### src/core/asr_pkg.sv
// constants and register map of the angle, status and error register group
// Behaviour
// [RULE_01] status-clear write clears action-done and boot-done status bits
// [RULE_02] warning-clear write clears only warning bits returned by earlier read; reads zero
// [RULE_03] error-clear write clears only error bits returned by earlier read; reads zero
// [RULE_04] trigger byte starts selected action: B9 tests, 46 turns reset, 5A reset
// [RULE_05] angle word top bit zero, low twelve bits carry processed angle code
// [RULE_06] error-summary bit is one when any unmasked error or warning bit set
// [RULE_07] undervoltage bit is live OR of analog and digital indications, each maskable
// [RULE_08] parity bit makes whole sixteen-bit angle word hold odd count of ones
// [RULE_09] status and error registers return fixed identifiers in top four bits
// [RULE_10] two-bit die identifier loaded from nonvolatile memory at boot
// [RULE_11] status bit reports rotation direction, zero increasing, one decreasing
// [RULE_12] status bit set when rotation too fast for low-power sleep entry
// [RULE_13] action-done clears when a command triggers, sets when it completes
// [RULE_14] boot-done sets after load and start-up tests, holds until status clear
// [RULE_15] two status bits show logic and front-end self-tests running
// [RULE_16] status bit reads one while boot sequence is underway
// [RULE_17] angle-valid reads one only when loop locked and start-up complete
// [RULE_18] error flags latch until read and then cleared by the host
// [RULE_19] warning-summary error bit sets on unmasked warning, maskable itself
// [RULE_20] error bits flag self-test failure and averaging error
// [RULE_21] error bits latch quadrature, lock, zero-crossing, memory, oscillator, supply faults
// [RULE_22] supply undervoltage error keeps re-asserting while the fault persists
// [RULE_23] multi-bit memory errors flagged only while memory contents are loading
// [RULE_24] lowest error bit sets on power-on or hard reset, not self-test
// [RULE_25] action codes select front-end, logic or both self-tests, started by B9
// [RULE_26] flag set after last read survives the next clear strobe
package asr_pkg;
  // register byte offsets
  localparam logic [7:0] CTRL_OFS = 8'h1E;
  localparam logic [7:0] ANGLE_OFS = 8'h20;
  localparam logic [7:0] STATUS_OFS = 8'h22;
  localparam logic [7:0] ERROR_OFS = 8'h24;
  localparam logic [7:0] WARN_OFS = 8'h26;
  // control field positions
  localparam int SEL_LSB = 12;
  localparam int STATUS_CLR_BIT = 10;
  localparam int WARN_CLR_BIT = 9;
  localparam int ERROR_CLR_BIT = 8;
  // fixed register identifiers
  localparam logic [3:0] STATUS_ID = 4'h8;
  localparam logic [3:0] ERROR_ID = 4'hA;
  localparam logic [3:0] WARN_ID = 4'hB;
  // action select codes
  localparam logic [3:0] ACT_NONE = 4'h0;
  localparam logic [3:0] ACT_TURNS = 4'h4;
  localparam logic [3:0] ACT_HARD = 4'h7;
  localparam logic [3:0] ACT_FE_TEST = 4'h9;
  localparam logic [3:0] ACT_LOGIC_TEST = 4'hA;
  localparam logic [3:0] ACT_BOTH_TEST = 4'hB;
  // trigger bytes
  localparam logic [7:0] TRIG_TEST = 8'hB9;
  localparam logic [7:0] TRIG_TURNS = 8'h46;
  localparam logic [7:0] TRIG_HARD = 8'h5A;
  // error bit positions
  localparam int ERR_WAR = 11;
  localparam int ERR_UVD = 3;
  localparam int ERR_UVA = 2;
  localparam int ERR_RST = 0;
  // reset values
  localparam logic [11:0] ERROR_RESET = 12'h001;
  localparam logic [11:0] WARN_RESET = 12'h000;
  localparam logic [3:0] SEL_RESET = 4'h0;
endpackage

### src/core/asr_regs.sv
// angle, status and error register group of the angle sensor core
module asr_regs
  import asr_pkg::*;
(
  input wire logic clock,
  input wire logic rstn,
  // register port
  input wire logic [7:0] reg_addr,
  input wire logic reg_wr,
  input wire logic [15:0] reg_wdata,
  input wire logic reg_rd,
  output logic [15:0] reg_rdata,
  // angle path
  input wire logic [11:0] angle_code,
  input wire logic uvd_level,
  input wire logic uva_level,
  // nonvolatile masks
  input wire logic [11:0] error_mask,
  input wire logic [11:0] warning_mask,
  // error sources
  input wire logic [11:0] warning_events,
  input wire logic selftest_failed,
  input wire logic averaging_fault,
  input wire logic quadrature_integrity_fault,
  input wire logic loop_lock_lost,
  input wire logic zero_crossing_timeout,
  input wire logic nvm_multibit_error,
  input wire logic nvm_loading,
  input wire logic oscillator_watchdog_fault,
  input wire logic magnet_low_fault,
  // status sources
  input wire logic rotation_direction,
  input wire logic too_fast_for_sleep,
  input wire logic logic_selftest_running,
  input wire logic frontend_selftest_running,
  input wire logic boot_in_progress,
  input wire logic loop_locked,
  input wire logic startup_complete,
  input wire logic boot_complete,
  input wire logic nvm_loaded,
  input wire logic [1:0] nvm_die_identifier,
  input wire logic action_complete,
  // action requests and error summary
  output logic start_frontend_test,
  output logic start_logic_test,
  output logic turns_counter_reset,
  output logic hard_reset_request,
  output logic error_summary
);

  typedef struct packed {
    logic [3:0] action_select;
    logic [11:0] err;
    logic [11:0] err_seen;
    logic [11:0] warn;
    logic [11:0] warn_seen;
    logic boot_done;
    logic action_done;
    logic [1:0] die_identifier;
    logic [15:0] rdata;
    logic fe_start;
    logic logic_start;
    logic turns_reset;
    logic hard_reset;
  } asr_state_s;

  localparam asr_state_s ST_RESET = '{
    action_select: SEL_RESET,
    err: ERROR_RESET, // [RULE_24]
    err_seen: 12'h000,
    warn: WARN_RESET,
    warn_seen: 12'h000,
    boot_done: 1'b0,
    action_done: 1'b0,
    die_identifier: 2'h0,
    rdata: 16'h0000,
    fe_start: 1'b0,
    logic_start: 1'b0,
    turns_reset: 1'b0,
    hard_reset: 1'b0
  };

  asr_state_s s;
  asr_state_s next_s;

  // true when the select code arms the given trigger byte
  function automatic logic arms(input logic [3:0] sel, input logic [7:0] trig);
    logic hit;
    hit = 1'b0;
    unique case (trig)
      TRIG_TEST: hit = (sel == ACT_FE_TEST) || (sel == ACT_LOGIC_TEST) ||
                       (sel == ACT_BOTH_TEST); // [RULE_25]
      TRIG_TURNS: hit = (sel == ACT_TURNS);
      TRIG_HARD: hit = (sel == ACT_HARD);
      default: hit = 1'b0;
    endcase
    return hit;
  endfunction

  // odd parity over the angle word
  function automatic logic odd_fill(input logic [14:0] bits);
    return ~(^bits);
  endfunction

  logic ctrl_wr;
  logic err_rd;
  logic warn_rd;
  logic status_clr;
  logic warn_clr;
  logic err_clr;
  logic trig_hit;
  logic [7:0] trig_byte;
  logic [3:0] sel_now;
  logic uv_summary;
  logic warn_pending;
  logic [11:0] err_events;
  logic [14:0] angle_body;
  logic [15:0] angle_word;
  logic [15:0] status_word;
  logic [15:0] read_mux;

  // decode of the register port
  assign ctrl_wr = reg_wr && (reg_addr == CTRL_OFS);
  assign err_rd = reg_rd && (reg_addr == ERROR_OFS);
  assign warn_rd = reg_rd && (reg_addr == WARN_OFS);
  assign status_clr = ctrl_wr && reg_wdata[STATUS_CLR_BIT];
  assign warn_clr = ctrl_wr && reg_wdata[WARN_CLR_BIT];
  assign err_clr = ctrl_wr && reg_wdata[ERROR_CLR_BIT];
  assign trig_byte = reg_wdata[7:0];
  assign sel_now = reg_wdata[SEL_LSB +: 4];
  // the select written with the trigger byte takes part, so one write may do both
  assign trig_hit = ctrl_wr && arms(sel_now, trig_byte); // [RULE_04]

  // live undervoltage, each source masked separately
  assign uv_summary = (uvd_level && !error_mask[ERR_UVD]) ||
                      (uva_level && !error_mask[ERR_UVA]); // [RULE_07]

  // unmasked warnings feed the warning-summary error bit
  assign warn_pending = |(s.warn & ~warning_mask); // [RULE_19]

  // error sources in register bit order, bit 0 only set by reset
  always_comb begin
    err_events = 12'h000;
    // the mask keeps the summary bit itself from latching; error_summary still takes warn_pending unmasked
    err_events[ERR_WAR] = warn_pending && !error_mask[ERR_WAR]; // [RULE_19]
    err_events[10] = selftest_failed; // [RULE_20]
    err_events[9] = averaging_fault; // [RULE_20]
    err_events[8] = quadrature_integrity_fault; // [RULE_21]
    err_events[7] = loop_lock_lost; // [RULE_21]
    err_events[6] = zero_crossing_timeout; // [RULE_21]
    // multi-bit errors only count during the load window
    err_events[5] = nvm_multibit_error && nvm_loading; // [RULE_23]
    err_events[4] = oscillator_watchdog_fault; // [RULE_21]
    // level inputs re-set every cycle, so a clear only sticks once gone
    err_events[ERR_UVD] = uvd_level; // [RULE_22]
    err_events[ERR_UVA] = uva_level; // [RULE_21]
    err_events[1] = magnet_low_fault;
  end

  // summary of every unmasked latched flag
  assign error_summary = |(s.err & ~error_mask) | warn_pending; // [RULE_06]

  // angle word: zero, summary, undervoltage, parity, angle
  assign angle_body = {1'b0, error_summary, uv_summary, angle_code}; // [RULE_05]
  assign angle_word = {angle_body[14:12], odd_fill(angle_body), angle_body[11:0]}; // [RULE_08]

  // status word with fixed identifier
  assign status_word = {STATUS_ID, // [RULE_09]
                        2'b00,
                        s.die_identifier, // [RULE_10]
                        rotation_direction, // [RULE_11]
                        too_fast_for_sleep, // [RULE_12]
                        s.action_done,
                        s.boot_done,
                        logic_selftest_running, // [RULE_15]
                        frontend_selftest_running, // [RULE_15]
                        boot_in_progress, // [RULE_16]
                        loop_locked && startup_complete}; // [RULE_17]

  // read multiplexer; strobes and trigger read back as zero
  always_comb begin
    unique case (reg_addr)
      CTRL_OFS: read_mux = {s.action_select, 12'h000}; // [RULE_02] [RULE_03]
      ANGLE_OFS: read_mux = angle_word;
      STATUS_OFS: read_mux = status_word;
      ERROR_OFS: read_mux = {ERROR_ID, s.err}; // [RULE_09]
      WARN_OFS: read_mux = {WARN_ID, s.warn};
      default: read_mux = 16'h0000;
    endcase
  end

  // next state
  always_comb begin
    next_s = s;
    next_s.fe_start = 1'b0;
    next_s.logic_start = 1'b0;
    next_s.turns_reset = 1'b0;
    next_s.hard_reset = 1'b0;
    if (reg_rd) begin
      next_s.rdata = read_mux;
    end
    // select field: written by host, returns to no action on completion
    if (ctrl_wr) begin
      next_s.action_select = sel_now;
    end else if (action_complete) begin
      next_s.action_select = ACT_NONE;
    end
    // action starts
    if (trig_hit) begin
      next_s.fe_start = (sel_now == ACT_FE_TEST) || (sel_now == ACT_BOTH_TEST); // [RULE_25]
      next_s.logic_start = (sel_now == ACT_LOGIC_TEST) || (sel_now == ACT_BOTH_TEST);
      next_s.turns_reset = (sel_now == ACT_TURNS); // [RULE_04]
      next_s.hard_reset = (sel_now == ACT_HARD); // [RULE_04]
    end
    // action done: trigger or status clear drop it, completion wins
    if (trig_hit || status_clr) begin
      next_s.action_done = 1'b0; // [RULE_13] [RULE_01]
    end
    if (action_complete) begin
      next_s.action_done = 1'b1; // [RULE_13]
    end
    // boot done: held until status clear, a fresh completion wins
    if (status_clr) begin
      next_s.boot_done = 1'b0; // [RULE_01]
    end
    if (boot_complete) begin
      next_s.boot_done = 1'b1; // [RULE_14]
    end
    if (nvm_loaded) begin
      next_s.die_identifier = nvm_die_identifier; // [RULE_10]
    end
    // error flags: only bits already returned are cleared, events win
    if (err_clr) begin
      next_s.err = s.err & ~s.err_seen; // [RULE_03] [RULE_26]
      next_s.err_seen = 12'h000;
    end
    next_s.err = next_s.err | err_events; // [RULE_18]
    // a read in the same cycle as a clear re-arms with what it returned
    if (err_rd) begin
      next_s.err_seen = s.err; // [RULE_18]
    end
    // warning flags follow the same read-then-clear scheme
    if (warn_clr) begin
      next_s.warn = s.warn & ~s.warn_seen; // [RULE_02] [RULE_26]
      next_s.warn_seen = 12'h000;
    end
    next_s.warn = next_s.warn | warning_events;
    if (warn_rd) begin
      next_s.warn_seen = s.warn;
    end
  end

  // state register
  always_ff @(posedge clock) begin
    if (!rstn) begin
      s <= ST_RESET;
    end else begin
      s <= next_s;
    end
  end

  // outputs from flip-flops
  assign reg_rdata = s.rdata;
  assign start_frontend_test = s.fe_start;
  assign start_logic_test = s.logic_start;
  assign turns_counter_reset = s.turns_reset;
  assign hard_reset_request = s.hard_reset;

endmodule

### config.mk
export PLATFORM = sky130hd
export DESIGN_NAME = asr_regs
export DESIGN_NICKNAME = d
export VERILOG_FILES = /design/src/core/asr_pkg.sv /design/src/core/asr_regs.sv
export SDC_FILE = /design/constraint.sdc
export NUM_CORES = 1
export LEC_CHECK = 0
export BUFFER_PORTS_ARGS = -buffer_cell sky130_fd_sc_hd__buf_2
export CAP_MARGIN = 20
export CORE_MARGIN = 1.5
export CORE_UTILIZATION = 45
export CTS_CLUSTER_DIAMETER = 30
export DETAILED_ROUTE_END_ITERATION = 7
export HOLD_SLACK_MARGIN = 0.1
export PLACE_DENSITY = 0.72
export RECOVER_POWER = 25
export SYNTH_ARGS = -nofsm -noshare
export SYNTH_HDL_FRONTEND = slang
export SYNTH_SLANG_ARGS = --single-unit
### constraint.sdc
create_clock -name clock -period 3.7 [get_ports clock]
set_clock_uncertainty 0.15 [all_clocks]
set_input_delay 0 -clock clock [delete_from_list [all_inputs] [get_ports clock]]
set_output_delay 0 -clock clock [all_outputs]
set_load 0.01 [all_outputs]
### Word level (Yosys, flattened, before mapping)

Cells that the tools add are included.

* ROM bits: 0
* register bits after elaboration: 76
* word-level logic and storage cells: 80
* bits of input ports: 99
* bits in writable memories: 0
* memories kept: 0
* latch bits: 0

* divide/modulo/power cells: 0
* bitwise logic cells: 12
* $lt $le $gt $ge: 0
* eq/ne operators: 13
* add/subtract/negate cells: 0
* reductions and logical operators: 30
* mux-type cells: 12
* multiply operators: 0
* shifts and indexed selects: 0

Operators with widths (number)
* $pmux W16 S5: 1
* $and A12 B12 Y12: 4
* $mux W24: 2
* $not A12 Y12: 4
* $eq A8 B6 Y1 const B: 4
* $mux W12: 2
* $or A12 B12 Y12: 2
* $reduce_or A12 Y1: 2
* $eq A8 B7 Y1 const B: 2
* $reduce_xor A15 Y1: 1
* $eq A4 B4 Y1 const B: 3
* $logic_and A1 B1 Y1: 12
* $reduce_bool A2 Y1: 5
* $eq A4 B3 Y1 const B: 2
* $eq A8 B5 Y1 const B: 1
* $eq A8 B8 Y1 const B: 1
* $mux W4: 2
* $logic_or A1 B1 Y1: 6
* $mux W1: 4
* $logic_not A1 Y1: 3
* $pmux W1 S3: 1
* $reduce_and A2 Y1: 1
* $not A1 Y1: 1
* $or A1 B1 Y1: 1

### Depth between registers and ports, before layout

Gate-level depths: netlist of run 1.

* word-level depth: 8
* depth in mapped cells: 8

### Worst setup path before layout of run 1

No wires, ideal clock.

* path type: reg-to-reg
* start point: register s[63] (netlist name)
* end point: register s (netlist bit reg_rdata[12])
* clock period less this slack: 1.644 ns
* required time: 3.434 ns
* stages on the path, launching flop included: 6
* data arrival time: 1.378 ns
* path slack: 2.056 ns
* cell sequence: dfxtp_1 -> a22o_1 -> a221oi_1 -> nand4_1 -> xnor2_1 -> a41o_1

* longest elaborated chain between the ends: 6

Ends and longest elaborated chain
* start, declared: RTL line asr_regs.sv:83 `asr_state_s s;`
* start signal, assigned: RTL line asr_regs.sv:258 `s <= next_s;`
* $and A12 B12 Y12: RTL line asr_regs.sv:161 `assign error_summary = |(s.err & ~error_mask) | warn_pending;`
* $reduce_or A12 Y1: RTL line asr_regs.sv:161
* $or A1 B1 Y1: RTL line asr_regs.sv:161
* net error_summary: RTL line asr_regs.sv:48 `output logic error_summary`
* $reduce_xor A15 Y1: RTL line asr_regs.sv:102 `return ~(^bits);`
* $not A1 Y1: RTL line asr_regs.sv:102
* $pmux W16 S5: RTL line asr_regs.sv:182 `unique case (reg_addr)`

The timed path passes the listed nets, and every way through them passes these cells.
A chain may end at the register's enable or synchronous reset.

### Worst setup path in the final report of run 1

* start point: input reg_addr[6]
* end point: register s[65] (netlist name)

* longest elaborated chain between the ends: 5

Ends and longest elaborated chain
* start, declared: RTL line asr_regs.sv:8 `input wire logic [7:0] reg_addr,`
* $eq A8 B5 Y1: RTL line asr_regs.sv:123 `assign ctrl_wr = reg_wr && (reg_addr == CTRL_OFS);`
* $logic_and A1 B1 Y1: RTL line asr_regs.sv:123
* $logic_and A1 B1 Y1: RTL line asr_regs.sv:128 `assign err_clr = ctrl_wr && reg_wdata[ERROR_CLR_BIT];`
* $mux W24: RTL line asr_regs.sv:233 `if (err_clr) begin`
* $or A12 B12 Y12: RTL line asr_regs.sv:237 `next_s.err = next_s.err | err_events;`

No other way between the ends. The select of a mux whose other input is x is not followed.

==> impl_metrics.ini, run 1 <==
[finish]
final_cell_area_sq_um = 5077
final_cell_mix = buf_2 (98), dfxtp_1 (76), dlygate4sd3_1 (68), a21oi_1 (66), nand2_1 (57)
final_common_cell = buf_2
num-fill-cells = 680
stdcell_count = 708
postLayoutCoreUtil_pct = 62.42
drive_gt1_share_pct = 23.55
synthToLayoutAreaGrowth_pct = 35.72
diodes = 0
final_nets = 697

[worst_setup_path]
path_cells = dlygate4sd3_1 > buf_2 > nand2b_1 > dlygate4sd3_1 > nor4_4 > and2_1 > a21oi_1 > a21oi_1 > dlygate4sd3_1 > nor2_1
worstPathMaxFanout = 15
critPathSlowestCell = nor4_4
cp.required_ps = 3780
startpoint_type = input pin
cp_common_cell = dlygate4sd3_1
cp_data_arrival_time_ps = 3430
worstSetupPathType = in -> reg
endpoint_kind = register
critPathMaxStageDelay_ps = 600

[synth]
async_reset_ff_share_pct = 0
synth_flop_cell = dfxtp_1
syn_area_per_cell_sq_um = 8.541
synth_cell_type_count = 50
synth-edff-count = 0
synth_area_sq_um = 3741
ys.warnings.count = 0
synthCells = 438
synthesis.nets = 537
synthTopCellsByArea = dfxtp_1 (41%), a21oi_1 (8.8%), mux4_2 (6.0%)
seq_area_frac_synth_pct = 40.67
ys_ff_latch = 76
synth_top_area_share_pct = 40.67
yosysTopAreaCell = dfxtp_1

[floorplanning]
die_y_um = 94.18
io_pins = 120
dieArea_sq_um = 8870
row_count = 33
core_sq_um = 8134
initial_core_util_pct = 45.99
die_width_um = 94.18

[run]
maxCapViolations = 0

[power_and_ir_drop]
p_leak_uw = 0.002019
vdd_ir_drop_max_uv = 194.1
power_density_nw_per_um2 = 356.7

[timing]
fmax_mhz = 298.8
setup_viol = 0
rsz0062_at_grt = no
worst_slew_pin_slew_ps = 963.8
layout_worst_path_cycle_share_pct = 90.44
hold_viol_final = 0
slew_viol_final = 0
tns_ps = 0
period_needed_ps = 3346
slew_headroom_pct = 35.71

[place]
dp_hpwl_um = 7430
port-buffer-count = 118
gp_congestion = 0.8288
dp.cells = 624
dpl_cell_area_sq_um = 4214

[cts]
clock-root-buffer = clkbuf_8
clock_sinks = 76
ctsHtreeMaxLevel = 3
post_cts_buffers = 0
cts.repair.resized = 0
cts_inserted_buffers = 9
clk_latency_ps = 360
clk_pin_slew_ps = 90
cts_buffer_depth = 2
cts_tree = yes

[detailed_routing]
wl_met3_um = 818
routed_wl_um = 11300
dr_wl_met2_um = 5287
wl_per_cell_um = 15.96
drc_errors = 0
drtIter0Drc = 385
wl_met1_um = 4612
num_vias = 3854
vias_per_cell = 5.444
first_pass_iters = 7
highest_layer = met4
ant_nets = 0

[grt]
antenna_found_initial = 0
grt_pass1_wl_um = 17450
overflow = 0
grt_max_degree = 36
gr-usage-all-layers_pct = 25.75
grt_pass1_vias = 3711

[status]
status = finished, final reports clean

[min_path]
holdCritPathClass = in -> reg
## kinds of logic after synthesis
logic type      synth area share, %
xor+xnor                      3.043
compound gates                14.38
flops                         40.67
simple gates                  25.95
buf+inv                       8.862
mux                           7.090
## flip-flops by register name, indices dropped and copies added, names as in the netlist
register	cells
turns_counter_reset	1
s	56
start_frontend_test	1
hard_reset_request	1
reg_rdata	16
start_logic_test	1
## path summary, 6_finish.rpt
kind	slack, ps	cells after the start	start	end
max	350	10	reg_addr[6]	s[65]
min	130	4	reg_addr[1]	reg_rdata[10]
max reg2reg	1540	6	s[43]	reg_rdata[14]
min reg2reg	320	2	s[34]	s[34]
## worst max-delay path: cells and delay by family
kind	cells	cell delay, ps
simple gates	4	1340
compound gates	2	270
buf+inv	4	1820
## per-layer routing
metal / GRT usage, % / vias up
met2: 41.13 / 203
li1: - / 1807
met1: 32.09 / 1785
met4: 14.93 / 0
met5: 0 / -
met3: 5.178 / 59
## cell usage after synthesis, types with 2 or more instances
cell type,count
a311oi_1,2
nor2_1,50
mux2i_1,4
nand3_2,8
xnor2_1,12
a221oi_1,4
nand3_1,18
nand2b_1,10
o21a_1,2
o22ai_1,3
buf_6,5
dfxtp_1,76
nor4_4,2
clkbuf_1,10
o2111ai_1,3
buf_2,5
nor4bb_1,2
nor2b_1,14
nor3b_1,4
a21oi_1,66
and2_1,5
and3_1,3
buf_4,18
nand2_1,57
o21ai_0,6
mux4_2,10
a32oi_1,2
inv_1,15
## cell type report
| class | count | area (sq um) | share of cell area (%) |
|---|---|---|---|
| Clock buffer | 10 | 137.6 | 2.711 |
| Clock inverter | 6 | 70.07 | 1.380 |
| Inverter | 16 | 60.06 | 1.183 |
| Multi-Input combinational cell | 306 | 1888 | 37.19 |
| Sequential cell | 76 | 1521 | 29.97 |
| Tap cell | 105 | 131.4 | 2.587 |
| Timing Repair Buffer | 189 | 1269 | 24.99 |
## report_power, final
group          total (uW)  switching, uW  leakage, uW  internal, uW
Sequential            870           28.3     0.000621           841
Clock                 663            329    0.0000955           334
Combinational         278            119      0.00130           159
## timing repair
| item | CTS | global route |
|---|---|---|
| hold buffers | 68 | 0 |
| endpoints found under the hold margin | 64 | 0 |
| endpoints found under the setup margin | 0 | 0 |
## per-stage QoR
stage	hold WS [ps]	total power [uW]	worst slack (ps)
2_1_floorplan	-88.06	1010	2056
3_3_place_gp	53.69	1099	1238
3_5_place_dp	62.76	1104	1183
4_1_cts	123.1	1810	427.4
5_1_grt	166.1	1877	194.4
6_report	127.1	1811	353.8
No activity file was read; power rests on OpenSTA's default activity.
==> run 2: changes to the inputs <==
--- a/config.mk
+++ b/config.mk
@@ -7,7 +7,6 @@
 export LEC_CHECK = 0
 export BUFFER_PORTS_ARGS = -buffer_cell sky130_fd_sc_hd__buf_2
 export CAP_MARGIN = 20
-export CORE_MARGIN = 1.5
 export CORE_UTILIZATION = 45
 export CTS_CLUSTER_DIAMETER = 30
 export DETAILED_ROUTE_END_ITERATION = 7
==> constraint.sdc (replaced) <==
create_clock -name clock -period 3.5 [get_ports clock]
set_clock_uncertainty 0.15 [all_clocks]
set_input_delay 0 -clock clock [delete_from_list [all_inputs] [get_ports clock]]
set_output_delay 0 -clock clock [all_outputs]
set_load 0.01 [all_outputs]
==> run 2 against run 1 <==
Compared with the run above: sequential power rose by 5.9%; critical path depth rose by 1; register-to-register slack got worse by 240 ps; non-clock buffer count rose by 3; sequential share of layout area fell by 0.21 points; power rose by 9.2%; clock-buffer cell count rose by 3; via count fell by 0.18%; wire length fell by 0.67%; first-iteration DRC count fell by 24%; critical path type unchanged.
==> impl_metrics.ini, run 2 (same netlist as run 1, synthesis figures left out) <==
[status]
status = finished, final reports clean

[worst_setup_path]
reg2regPathDepth = 6
endpoint_kind = register
cp_common_cell = dlygate4sd3_1
cp_data_arrival_time_ps = 3160
cp_num_cells = 11
worstPathMaxFanout = 12
crit_family = buffers and inverters
startpoint_type = input pin
worstSetupPathType = in -> reg
critPathMaxStageDelay_ps = 600
critPathSlowestCell = dlygate4sd3_1
path_cells = dlygate4sd3_1 > buf_2 > nand2b_1 > dlygate4sd3_1 > nor4_4 > buf_4 > and2_1 > a21oi_1 > a21oi_1 > dlygate4sd3_1 > nor2_1
cp.required_ps = 3580
crit_buf_inv = 5

[power_and_ir_drop]
total_power_uw = 1978
p_int_uw = 1502
p_comb_share_pct = 14.9
p_switching_uw = 476.1
switching_share_pct = 24.07
p_leak_uw = 0.002057
power_density_nw_per_um2 = 386.9
p_clk_share_pct = 38.5
seq_power_share_pct = 46.5
vdd_ir_drop_max_uv = 198.5

[timing]
worst_slew_pin_slew_ps = 857.6
setup_viol = 0
layout_worst_path_cycle_share_pct = 88.03
fmax_mhz = 324.6
rsz0062_at_grt = no
period_needed_ps = 3081
slew_headroom_pct = 42.30
worst_hold_slack_ps = 111.6
tns_ps = 0
slew_viol_final = 0
hold_viol_final = 0

[min_path]
holdCritPathClass = in -> reg
hold_depth = 3

[detailed_routing]
dr_wl_met2_um = 5462
wl_met1_um = 4675
num_vias = 3847
drc_errors = 0
ant_nets = 0
wl_met3_um = 840
highest_layer = met4
routed_wl_um = 11230
wl_per_cell_um = 15.86
drtIter0Drc = 291
vias_per_cell = 5.434
first_pass_iters = 5

[cts]
cts_tree = yes
cts.repair.resized = 0
cts_inserted_buffers = 9
clk_pin_slew_ps = 80
ctsHtreeMaxLevel = 3
cts_buffer_depth = 2
clock_sinks = 76
clock-root-buffer = clkbuf_8
clk_latency_ps = 340

[floorplanning]
dieArea_sq_um = 8683
core_sq_um = 7888
initial_core_util_pct = 47.43
row_count = 32
io_pins = 120
die_y_um = 93.18
die_width_um = 93.18

[finish]
num-fill-cells = 635
final_common_cell = buf_2
largest_reg_flops = 56
synthToLayoutAreaGrowth_pct = 36.69
final_cell_mix = buf_2 (98), dfxtp_1 (76), dlygate4sd3_1 (67), a21oi_1 (66), nand2_1 (57)
drive_gt1_share_pct = 23.76
postLayoutCoreUtil_pct = 64.83
regMostFlops = s
final_nets = 700
diodes = 0

[grt]
gr-usage-all-layers_pct = 26.52
grt_max_degree = 40
overflow = 0
grt_pass1_wl_um = 17620
grt_pass1_vias = 3749
antenna_found_initial = 0

[place]
port-buffer-count = 118
gp_congestion = 0.8432
dp_hpwl_um = 7434

[run]
maxCapViolations = 0
-- run 2: timing repair --
item | 4_1_cts | 5_1_grt
setup buffers | 0 | 3
hold buffers | 66 | 2
setup endpoints to repair | 0 | 26
hold endpoints to repair | 64 | 1
-- run 2: metrics by stage --
stage | area (sq um) | setup slack (ps) | cells
floorplan | 3741 | 1856 | 438
global placement | 4218 | 1073 | 622
detailed placement | 4218 | 1011 | 622
CTS | 5106 | 70.97 | 704
global route | 5114 | 236.3 | 708
finish | 5114 | 419.1 | 708
-- run 2: worst paths after layout --
check              startpoint             to  slack, ps
setup / recovery  reg_addr[6]          s[65]        420
hold / removal    reg_addr[1]  reg_rdata[15]        110
setup reg to reg        s[43]  reg_rdata[12]       1300
hold reg to reg         s[51]          s[51]        320
-- run 2: routing by layer --
metal / vias up / track usage, %
li1: 1813 / -
met1: 1816 / 33.68
met2: 190 / 45.47
met3: 28 / 3.659
met4: 0 / 10.38
met5: - / 0
-- run 2: final cells by class --
class                           count  area [sq um]  area share (%)
Clock buffer                       13         158.9           3.107
Sequential cell                    76          1521           29.75
Inverter                           16         60.06           1.174
Clock inverter                      3         68.82           1.346
Multi-Input combinational cell    306          1888           36.92
Tap cell                          102         127.6           2.496
Timing Repair Buffer              192          1289           25.20
-- run 2: power by group through the flow --
stage / Combinational [uW] / Clock, uW / Sequential [uW]
finish: 295 / 762 / 921
global route: 321 / 806 / 922
CTS: 290 / 769 / 919
detailed placement: 228 / 0 / 939
global placement: 224 / 0 / 938
floorplan: 143 / 0 / 925
-- run 2: tightest hold or removal path: cells and delay by family --
family	cells	cell delay [ps]
buffers and inverters	1	250
AO/OA/AOI/OAI	2	300
==> run 3: changes to the inputs <==
--- a/config.mk
+++ b/config.mk
@@ -5,13 +5,14 @@
 export SDC_FILE = /design/constraint.sdc
 export NUM_CORES = 1
 export LEC_CHECK = 0
+export ABC_CLOCK_PERIOD_IN_PS = 2800
 export BUFFER_PORTS_ARGS = -buffer_cell sky130_fd_sc_hd__buf_2
 export CAP_MARGIN = 20
 export CORE_UTILIZATION = 45
 export CTS_CLUSTER_DIAMETER = 30
 export DETAILED_ROUTE_END_ITERATION = 7
 export HOLD_SLACK_MARGIN = 0.1
-export PLACE_DENSITY = 0.72
+export PLACE_DENSITY = 0.75
 export RECOVER_POWER = 25
 export SYNTH_ARGS = -nofsm -noshare
 export SYNTH_HDL_FRONTEND = slang
==> constraint.sdc (replaced) <==
create_clock -name clock -period 2.8 [get_ports clock]
set_clock_uncertainty 0.15 [all_clocks]
set_input_delay 0 -clock clock [delete_from_list [all_inputs] [get_ports clock]]
set_output_delay 0 -clock clock [all_outputs]
set_load 0.01 [all_outputs]
==> run 3 against run 2 <==
Compared with the run above: die area is the same; largest power group unchanged; clock power grew 8.5%; global-route usage shrank 0.52 points; sequential share of layout area grew 0.65 points; worst setup slack lost 220 ps; cell count shrank 1.1%.
==> impl_metrics.ini, run 3 (same netlist as run 1, synthesis figures left out) <==
[status]
status = finished, final reports clean

[worst_setup_path]
worstPathMaxFanout = 12
cp_data_arrival_time_ps = 2670
worstSetupPathType = in -> reg
startpoint_type = input pin
endpoint_kind = register
cp.required_ps = 2870

[detailed_routing]
routed_wl_um = 10920
drc_errors = 0
first_pass_iters = 5
wl_per_cell_um = 15.60
ant_nets = 0
num_vias = 3766
vias_per_cell = 5.380
drtIter0Drc = 282

[timing]
setup_viol = 0
rsz0062_at_grt = no
period_needed_ps = 2597
slew_viol_final = 0
tns_ps = 0
worst_slew_pin_slew_ps = 818.0
hold_viol_final = 0
fmax_mhz = 385.1
setup_ws_ps = 203.0
slew_headroom_pct = 44.97
layout_worst_path_cycle_share_pct = 92.75

[place]
dp_hpwl_um = 7471
dpl_cell_area_sq_um = 4233
dp.cells = 624
gp_congestion = 0.8197
dp_slack_ps = 650.3
port-buffer-count = 118

[grt]
overflow = 0
grt_max_degree = 41
gr-usage-all-layers_pct = 26.00
antenna_found_initial = 0
grt_pass1_wl_um = 17350
grt_pass1_vias = 3619

[finish]
final_common_cell = buf_2
final_cell_mix = buf_2 (97), dfxtp_1 (76), a21oi_1 (66), dlygate4sd3_1 (60), nand2_1 (57)
stdcell_count = 700
final_nets = 692
final_cell_area_sq_um = 5004
diodes = 0
largest_reg_flops = 56
postLayoutCoreUtil_pct = 63.44
regMostFlops = s
num-fill-cells = 668
drive_gt1_share_pct = 23.58
synthToLayoutAreaGrowth_pct = 33.75

[floorplanning]
row_count = 32
die_y_um = 93.18
core_sq_um = 7888
dieArea_sq_um = 8683
die_width_um = 93.18
initial_core_util_pct = 47.43
io_pins = 120

[cts]
clk_latency_ps = 340
cts_tree = yes
ctsHtreeMaxLevel = 3
clock-root-buffer = clkbuf_8
clk_pin_slew_ps = 70
cts_buffer_depth = 2
clock_sinks = 76
cts_inserted_buffers = 9

[power_and_ir_drop]
vdd_ir_drop_max_uv = 328.1
p_leak_uw = 0.002016
power_density_nw_per_um2 = 467.7

[min_path]
holdCritPathClass = in -> reg

[run]
maxCapViolations = 0
[run 3: worst paths after layout]
kind                                   start                  to  slack, ps  depth (start not counted)
worst min-delay path            reg_wdata[7]  hard_reset_request        120                          4
worst max register to register         s[46]       reg_rdata[12]        620                          6
worst min register to register         s[25]               s[25]        320                          2
worst max-delay path             reg_addr[3]               s[65]        200                          9
[run 3: layer usage]
metal	routed length, um	GRT usage (%)	part of all wire, %	vias up
met3	856	4.228	7.8	39
met4	429	12.95	3.9	0
met5	0	0	0	-
li1	-	-	-	1796
met1	4570	33.49	42	1763
met2	5066	42.16	46	168
[run 3: repair_timing]
action	in CTS	in global routing
endpoints found under the setup margin	0	1
gates resized for setup	0	1
buffers inserted	0	0
hold buffers	60	0
endpoints found under the hold margin	64	0
[run 3: metrics by stage]
step | hold slack, ps | total power (uW)
3_5_place_dp | 63.74 | 1458
6_report | 120.6 | 2340
3_3_place_gp | 56.83 | 1452
5_1_grt | 164.3 | 2441
4_1_cts | 101.8 | 2338
2_1_floorplan | -88.06 | 1334
[run 3: power breakdown]
| group | leakage (uW) | switching, uW | total (uW) | internal (uW) |
|---|---|---|---|---|
| combinational | 0.00129 | 156 | 364 | 208 |
| sequential | 0.000621 | 37.7 | 1150 | 1110 |
| clock | 0.000100 | 391 | 827 | 436 |
[run 3: critical path: stages]
cell and delay, ps:
dlygate4sd3_1 530, buf_2 130, nand3b_1 140, nor4_4 450
and2_1 500, a21oi_1 160, a21oi_1 150, dlygate4sd3_1 560
nor2_1 40
[run 3: layout make-up]
type	instances	area (sq um)	share of cell area (%)
clock buffer	12	145.1	2.901
inverter	16	60.06	1.200
clock inverter	4	48.80	0.9752
multi-input combinational	306	1894	37.86
sequential	76	1521	30.41
tap	102	127.6	2.551
timing repair buffer	184	1206	24.11
